==> src/design/pixel_shift_pkg.sv <==
// Shared types and constants for the pixel digital shift datapath.
package pixel_shift_pkg;
   // ---------------------------------------------------------------
   // Widths
   // ---------------------------------------------------------------
   localparam int ADC_W = 10;
   localparam int OUT_W = 10;
   localparam int FIFO_DEPTH = 8;
   localparam int TOP_BIT = 9;
   localparam int SUB_BIT = 8;

   // ---------------------------------------------------------------
   // Mode encodings
   // ---------------------------------------------------------------
   typedef enum logic [1:0] {
      SHIFT_OFF = 2'h0,
      SHIFT_ONCE = 2'h1,
      SHIFT_TWICE = 2'h2
   } shift_mode_t;

   localparam logic [ADC_W-1:0] SAMPLE_RESET = 10'h000;
   localparam logic [OUT_W-1:0] PIXEL_ONES = 10'h3FF;
   localparam logic [OUT_W-1:0] PIXEL_RESET = 10'h000;

   // One pixel with its frame markers.
   typedef struct packed {
      logic frame_start;
      logic frame_end;
      logic [ADC_W-1:0] value;
   } sample_t;

   typedef struct packed {
      logic frame_start;
      logic frame_end;
      logic [OUT_W-1:0] value;
   } pixel_t;

   localparam int PIXEL_W = OUT_W + 2;
endpackage

==> src/design/pixel_fifo.sv <==
// Small synchronous FIFO with valid/ready on both sides.
`timescale 1ns/1ps
module pixel_fifo #(
   parameter int WIDTH = 12,
   parameter int DEPTH = 8
) (
   // Clock and reset
   input wire logic core_clk,
   input wire logic rst,
   // Fill side
   input wire logic in_valid,
   output logic in_ready,
   input wire logic [WIDTH-1:0] in_data,
   // Drain side
   output logic out_valid,
   input wire logic out_ready,
   output logic [WIDTH-1:0] out_data
);
   localparam int AW = $clog2(DEPTH);
   localparam logic [AW:0] DEPTH_CNT = (AW+1)'(DEPTH);
   localparam logic [AW:0] CNT_ZERO = '0;
   localparam logic [AW:0] CNT_ONE = (AW+1)'(1);
   localparam logic [AW-1:0] PTR_ONE = AW'(1);

   logic [WIDTH-1:0] mem_reg [DEPTH];
   logic [AW-1:0] wr_ptr_reg;
   logic [AW-1:0] rd_ptr_reg;
   logic [AW:0] count_reg;
   logic [WIDTH-1:0] rd_data_reg;
   logic rd_valid_reg;

   wire full = (count_reg == DEPTH_CNT);
   wire empty = (count_reg == CNT_ZERO);
   wire push = in_valid && !full;
   wire load = !empty && (!rd_valid_reg || out_ready);
   wire pop_out = rd_valid_reg && out_ready;

   assign in_ready = !full;
   assign out_valid = rd_valid_reg;
   assign out_data = rd_data_reg;

   always_ff @(posedge core_clk) begin
      if (push) begin
         mem_reg[wr_ptr_reg] <= in_data;
      end
   end

   always_ff @(posedge core_clk or posedge rst) begin
      if (rst) begin
         wr_ptr_reg <= '0;
         rd_ptr_reg <= '0;
         count_reg <= '0;
         rd_data_reg <= '0;
         rd_valid_reg <= 1'b0;
      end else begin
         if (push) begin
            wr_ptr_reg <= wr_ptr_reg + PTR_ONE;
         end
         if (load) begin
            rd_ptr_reg <= rd_ptr_reg + PTR_ONE;
            rd_data_reg <= mem_reg[rd_ptr_reg];
         end
         if (push && !load) begin
            count_reg <= count_reg + CNT_ONE;
         end else if (!push && load) begin
            count_reg <= count_reg - CNT_ONE;
         end
         if (load) begin
            rd_valid_reg <= 1'b1;
         end else if (pop_out) begin
            rd_valid_reg <= 1'b0;
         end
      end
   end
endmodule

==> src/design/pixel_digital_shift.sv <==
// Per-pixel digital shift and saturation from ADC sample to output word.
`timescale 1ns/1ps
// Functional notes
// - Accept one unsigned ten-bit sample per pixel, bit 9 down to bit 0.
// - Ten-bit width, shift off: pass all ten bits unchanged.
// - Ten-bit width, shift once: bits 8..0 then one zero bit.
// - Ten-bit width, shift twice: bits 7..0 then two zero bits.
// - Eight-bit width, shift off: output bits 9..2.
// - Eight-bit width, shift once: output bits 8..1.
// - Eight-bit width, shift twice: output bits 7..0.
// - Shift once with bit 9 set, or shift twice with bit 9 or 8 set, forces all ones.
// - Shift setting is chosen by a software-written mode field.
module pixel_digital_shift
   import pixel_shift_pkg::*;
(
   // Clock and reset
   input wire logic core_clk,
   input wire logic rst,
   // Configuration from the control register file
   input wire logic [1:0] shift_mode,
   input wire logic eight_bit_mode,
   // Sample stream from the converter
   input wire logic in_valid,
   output logic in_ready,
   input wire logic in_frame_start,
   input wire logic in_frame_end,
   input wire logic [ADC_W-1:0] in_sample,
   // Pixel output stream
   output logic out_valid,
   input wire logic out_ready,
   output logic out_frame_start,
   output logic out_frame_end,
   output logic [OUT_W-1:0] out_pixel,
   // Active configuration
   output logic [1:0] active_mode
);
   // ---------------------------------------------------------------
   // Frame-aligned mode latch
   // ---------------------------------------------------------------
   shift_mode_t mode_reg;
   shift_mode_t mode_next;
   logic width8_reg;
   logic width8_next;
   logic stage_valid_reg;
   pixel_t stage_reg;
   pixel_t stage_next;
   logic fifo_in_ready;
   logic fifo_out_valid;
   logic [PIXEL_W-1:0] fifo_out_data;
   pixel_t fifo_pixel;

   wire accept = in_valid && in_ready;
   wire stage_take = !stage_valid_reg || fifo_in_ready;
   // A frame's first pixel uses the freshly written mode; later pixels keep it.
   wire use_new = accept && in_frame_start;
   wire shift_mode_t req_mode = (shift_mode == 2'h3) ? SHIFT_OFF : shift_mode_t'(shift_mode);
   wire shift_mode_t eff_mode = use_new ? req_mode : mode_reg;
   wire eff_w8 = use_new ? eight_bit_mode : width8_reg;

   assign mode_next = eff_mode;
   assign width8_next = eff_w8;

   // ---------------------------------------------------------------
   // Registered input ready
   // ---------------------------------------------------------------
   // Ready leaves the block from a flop, so it is decided one cycle early from
   // the number of pixels held between the input and the output port.
   // Stopping at the FIFO depth costs one word of buffering, but a pixel taken
   // while ready is high always finds the stage free or able to move on.
   localparam int OCC_W = $clog2(FIFO_DEPTH) + 1;
   localparam logic [OCC_W-1:0] OCC_LIMIT = OCC_W'(FIFO_DEPTH);
   localparam logic [OCC_W-1:0] OCC_ONE = OCC_W'(1);

   logic [OCC_W-1:0] occ_reg;
   logic [OCC_W-1:0] occ_next;
   logic in_ready_reg;
   logic in_ready_next;

   wire drain = fifo_out_valid && out_ready;
   wire [OCC_W-1:0] occ_up = accept ? occ_reg + OCC_ONE : occ_reg;

   assign occ_next = drain ? occ_up - OCC_ONE : occ_up;
   assign in_ready_next = (occ_next <= OCC_LIMIT);

   always_ff @(posedge core_clk or posedge rst) begin
      if (rst) begin
         occ_reg <= '0;
         in_ready_reg <= 1'b1;
      end else begin
         occ_reg <= occ_next;
         in_ready_reg <= in_ready_next;
      end
   end

   // ---------------------------------------------------------------
   // Bit window selection and saturation
   // ---------------------------------------------------------------
   wire [ADC_W-1:0] s = in_sample;
   wire sat_once = s[TOP_BIT];
   wire sat_twice = s[TOP_BIT] | s[SUB_BIT];
   wire [OUT_W-1:0] win10_off = s;
   wire [OUT_W-1:0] win10_once = {s[8:0], 1'b0};
   wire [OUT_W-1:0] win10_twice = {s[7:0], 2'b00};
   wire [OUT_W-1:0] win8_off = {2'b00, s[9:2]};
   wire [OUT_W-1:0] win8_once = {2'b00, s[8:1]};
   wire [OUT_W-1:0] win8_twice = {2'b00, s[7:0]};
   // Eight-bit words sit in the low bits, so saturation is eight ones there.
   wire [OUT_W-1:0] ones = eff_w8 ? {2'b00, PIXEL_ONES[7:0]} : PIXEL_ONES;
   wire [OUT_W-1:0] sel_off = eff_w8 ? win8_off : win10_off;
   wire [OUT_W-1:0] sel_once = sat_once ? ones : (eff_w8 ? win8_once : win10_once);
   wire [OUT_W-1:0] sel_twice = sat_twice ? ones : (eff_w8 ? win8_twice : win10_twice);

   logic [OUT_W-1:0] shifted;
   always_comb begin
      shifted = sel_off;
      unique case (eff_mode)
         SHIFT_OFF: shifted = sel_off;
         SHIFT_ONCE: shifted = sel_once;
         SHIFT_TWICE: shifted = sel_twice;
         default: shifted = sel_off;
      endcase
   end

   always_comb begin
      stage_next.frame_start = in_frame_start;
      stage_next.frame_end = in_frame_end;
      stage_next.value = shifted;
   end

   // The stage takes at most one pixel a cycle, and only while the registered occupancy ready is high.
   assign in_ready = in_ready_reg;

   always_ff @(posedge core_clk or posedge rst) begin
      if (rst) begin
         mode_reg <= SHIFT_OFF;
         width8_reg <= 1'b0;
      end else if (accept) begin
         mode_reg <= mode_next;
         width8_reg <= width8_next;
      end
   end

   always_ff @(posedge core_clk or posedge rst) begin
      if (rst) begin
         stage_valid_reg <= 1'b0;
         stage_reg <= '0;
      end else if (stage_take) begin
         stage_valid_reg <= accept;
         if (accept) begin
            stage_reg <= stage_next;
         end
      end
   end

   // ---------------------------------------------------------------
   // Output buffer
   // ---------------------------------------------------------------
   pixel_fifo #(
      .WIDTH(PIXEL_W),
      .DEPTH(FIFO_DEPTH)
   ) u_fifo (
      .core_clk(core_clk),
      .rst(rst),
      .in_valid(stage_valid_reg),
      .in_ready(fifo_in_ready),
      .in_data(stage_reg),
      .out_valid(fifo_out_valid),
      .out_ready(out_ready),
      .out_data(fifo_out_data)
   );

   assign fifo_pixel = pixel_t'(fifo_out_data);
   // FIFO outputs are its own read registers, so these stay flop-driven.
   assign out_valid = fifo_out_valid;
   assign out_frame_start = fifo_pixel.frame_start;
   assign out_frame_end = fifo_pixel.frame_end;
   assign out_pixel = fifo_pixel.value;
   assign active_mode = mode_reg;

   wire take10 = accept && stage_take && !eff_w8;
   wire take8 = accept && stage_take && eff_w8;
endmodule

==> config.mk <==
export PLATFORM = sky130hd
export DESIGN_NAME = pixel_digital_shift
export DESIGN_NICKNAME = d
export VERILOG_FILES = /design/src/design/pixel_shift_pkg.sv /design/src/design/pixel_fifo.sv /design/src/design/pixel_digital_shift.sv
export SDC_FILE = /design/constraint.sdc
export NUM_CORES = 1
export LEC_CHECK = 0
export BUFFER_PORTS_ARGS = -buffer_cell sky130_fd_sc_hd__buf_2
export CORE_AREA = 2 2 104 116
export CTS_CLUSTER_SIZE = 8
export DETAILED_ROUTE_END_ITERATION = 10
export DIE_AREA = 0 0 106 118
export GPL_ROUTABILITY_DRIVEN = 0
export PLACE_DENSITY_LB_ADDON = 0.12
export SYNTH_ARGS = -nofsm -noshare
export SYNTH_HDL_FRONTEND = slang
export SYNTH_SLANG_ARGS = --single-unit
==> constraint.sdc <==
create_clock -name core_clk -period 6 [get_ports core_clk]
set_input_delay 0.9 -clock core_clk [delete_from_list [all_inputs] [get_ports core_clk]]
set_output_delay 0.9 -clock core_clk [all_outputs]
set_load 0.03 [all_outputs]
==> results.sh <==
export IMPL_drt_wl_total_um=11800
export IMPL_crit_path_max_fanout=12
export IMPL_worstSetupEndpointType="flop"
export IMPL_clk_latency_ps=400
export IMPL_async_flop_share_pct=31.4
export IMPL_cts_buffers=17
export IMPL_largest_register_ffs=96
export IMPL_setup_viol=0
export IMPL_synthFlopType="edfxtp_1"
export IMPL_worstMarginPinSlew_ps=1180
export IMPL_die_w_um=106
export IMPL_power_density_mw_per_mm2=545
export IMPL_regToRegSetupSlack_ps=3080
export IMPL_synthCells=419
export IMPL_grt_start_max_net_pins=45
export IMPL_setup_worst_path_class="input pin to flop"
export IMPL_synth_common_cells="edfxtp_1 (96), dfrtp_1 (43), nand2_1 (40), nor2_1 (27), mux4_2 (24)"
export IMPL_hold_path_depth=2
export IMPL_synthTopCellsByArea="edfxtp_1 (47%), dfrtp_1 (18%), mux4_2 (8.8%)"
export IMPL_drc_errors=0
export IMPL_hold_violations=0
export IMPL_vdd_drop_max_uv=281
export IMPL_setup_ws_ps=3030
export IMPL_synth_edff_count=96
export IMPL_cts_tree="yes"
export IMPL_ant_nets=0
export IMPL_synth_area_mm2=0.00613
export IMPL_drt_iter0_markers=257
export IMPL_io_buffer_count=34
export IMPL_totalPowerFinal_mw=3.86
export IMPL_min_to="active_mode[0]"
export IMPL_rsz0062_at_grt="false"
export IMPL_ctsResizeCount=0
export IMPL_grt_use_total_pct=20.5
export IMPL_antenna_found_initial=0
export IMPL_nets=493
export IMPL_reg2reg_to="stage_reg[2]"
export IMPL_synth_most_common_cell="edfxtp_1"
export IMPL_syn_to_final_growth_pct=15.5
export IMPL_stdcell_count=627
export IMPL_relSlewSlack_pct=21.3
export IMPL_core_rowCount=41
export IMPL_numClockSinks=140
export IMPL_finalCoreUtilization_pct=62.4
export IMPL_die_h_um=118
export IMPL_required_ps=6310
export IMPL_fmax_mhz=337
export IMPL_grt_pass1_vias=3578
export IMPL_ys_warn_count=0
export IMPL_die_area_mm2=0.0125
export IMPL_clock_path_buffers=2
export IMPL_cts_root_buf="clkbuf_16"
export IMPL_drive_above_1_share_pct=23.7
export IMPL_holdBufCountCts=0
export IMPL_clk_pin_slew_worst_paths_ps=60
export IMPL_min_from="active_mode[0]"
export IMPL_wire_per_inst_um=18.8
export IMPL_n_antenna_cell=0
export IMPL_synth_seq_area_share_pct=65.0
export IMPL_outcome="finished, final reports clean"
export IMPL_pin_count=35
export IMPL_post_cts_buffers=0
export IMPL_pre_cts_ws_ps=2670
export IMPL_vias_per_cell=5.77
export IMPL_critPathArrivalTime_ps=3280
export IMPL_core_area_mm2=0.0113
export IMPL_crit_path_start_kind="input pin"
export IMPL_place_hpwl_um=7560
export IMPL_synth_nets=448
export IMPL_worstRegToRegCells=9
export IMPL_r2r_start="in_ready"
export IMPL_grt_pass1_wl_um=19000
export IMPL_hold_class="flop to flop"
export IMPL_maxCapViolations=0
export IMPL_yosysTopAreaCell="edfxtp_1"
export IMPL_htreeDepth=4
export IMPL_p_leak_nw=2.69
export IMPL_skew_ps=6.46
export IMPL_drv_slew=0
export IMPL_synth_top_cell_area_share_pct=47.0
export IMPL_vias=3620
export IMPL_firstDrtPassIters=4
export IMPL_ys_ff_latch=140
export IMPL_post_route_min_period_ps=2970
export IMPL_dp_cells=595
export IMPL_fin_tns_setup_ps=0
export IMPL_fin_crit_sh_pct=49.5
export IMPL_overflow=0
export IMPL_avgSynthCellArea_um2=14.6
export IMPL_synth_cell_type_count=57
export IMPL_start_util_pct=54.1
[routing by layer]
metal,wire length (µm),up-vias,track usage (%)
met5,0,-,0
met4,127,0,6.09
met3,590,12,4.93
met2,6130,112,35.1
met1,4930,1799,25.9
li1,-,1697,-
[layout make-up]
cell class	instances	area, µm²
Fill cell	842	4260
Sequential cell	140	3990
Multi-Input combinational cell	245	2000
Clock buffer	17	425
Timing Repair Buffer	44	245
Tap cell	150	188
Clock inverter	15	171
Inverter	16	60.1
[placed cells by master (no fill, tap or decap), types with 4 or more instances in the layout]
cell type,Yosys,final
a211oi_1,5,5
a21oi_1,22,22
a31oi_1,6,6
and3_1,4,4
buf_2,7,34
buf_4,1,10
clkbuf_16,0,17
dfrtp_1,43,43
edfxtp_1,96,96
ha_1,9,9
inv_1,16,15
mux2i_1,19,19
mux4_2,24,24
nand2_1,40,40
nand2b_1,6,6
nor2_1,27,27
o21ai_0,15,15
o22ai_1,4,4
o32ai_1,6,6
xnor2_1,10,10
[critical path, cell delays in order]
cell      delay, ps
buf_2           150
and3_1          460
nand3b_1        160
nand2_1         130
inv_1            50
ha_1            420
or2_0           320
a21boi_0        170
mux2_2          290
a211oi_1        220
[per-stage QoR]
stage	hold slack, ps	instance area, µm²
after floorplan	474	6130
after global placement	493	6480
after detailed placement	486	6480
after CTS	507	7080
after global routing	541	7080
final	501	7080
[worst max-delay path by stage]
stage,start,slack [ps],end
final,in_valid,3030,stage_reg[2]
after global routing,in_valid,2910,stage_reg[2]
after CTS,in_valid,3100,stage_reg[2]
after detailed placement,in_valid,2670,stage_reg[2]
after global placement,in_valid,2800,stage_reg[2]
after floorplan,in_valid,3020,stage_reg[2]
[cells by family (layout without fill, tap and decap cells)]
kind of cell,after synthesis,after routing,synth area share [%]
xor gates and xnor gates,11,11,1.57
AOI/OAI and AO/OA,79,79,8.86
muxes,46,46,12.5
DFF,140,140,65.0
and+or+nand+nor,99,99,7.61
adders and majority gates,10,10,2.16
buffers and inverters,34,92,2.31
[where the power goes]
part	switching (mW)	internal (mW)
sequential	0.274	1.35
clock	0.384	0.653
combinational	0.650	0.546
Power figures use the tool's default switching activity.
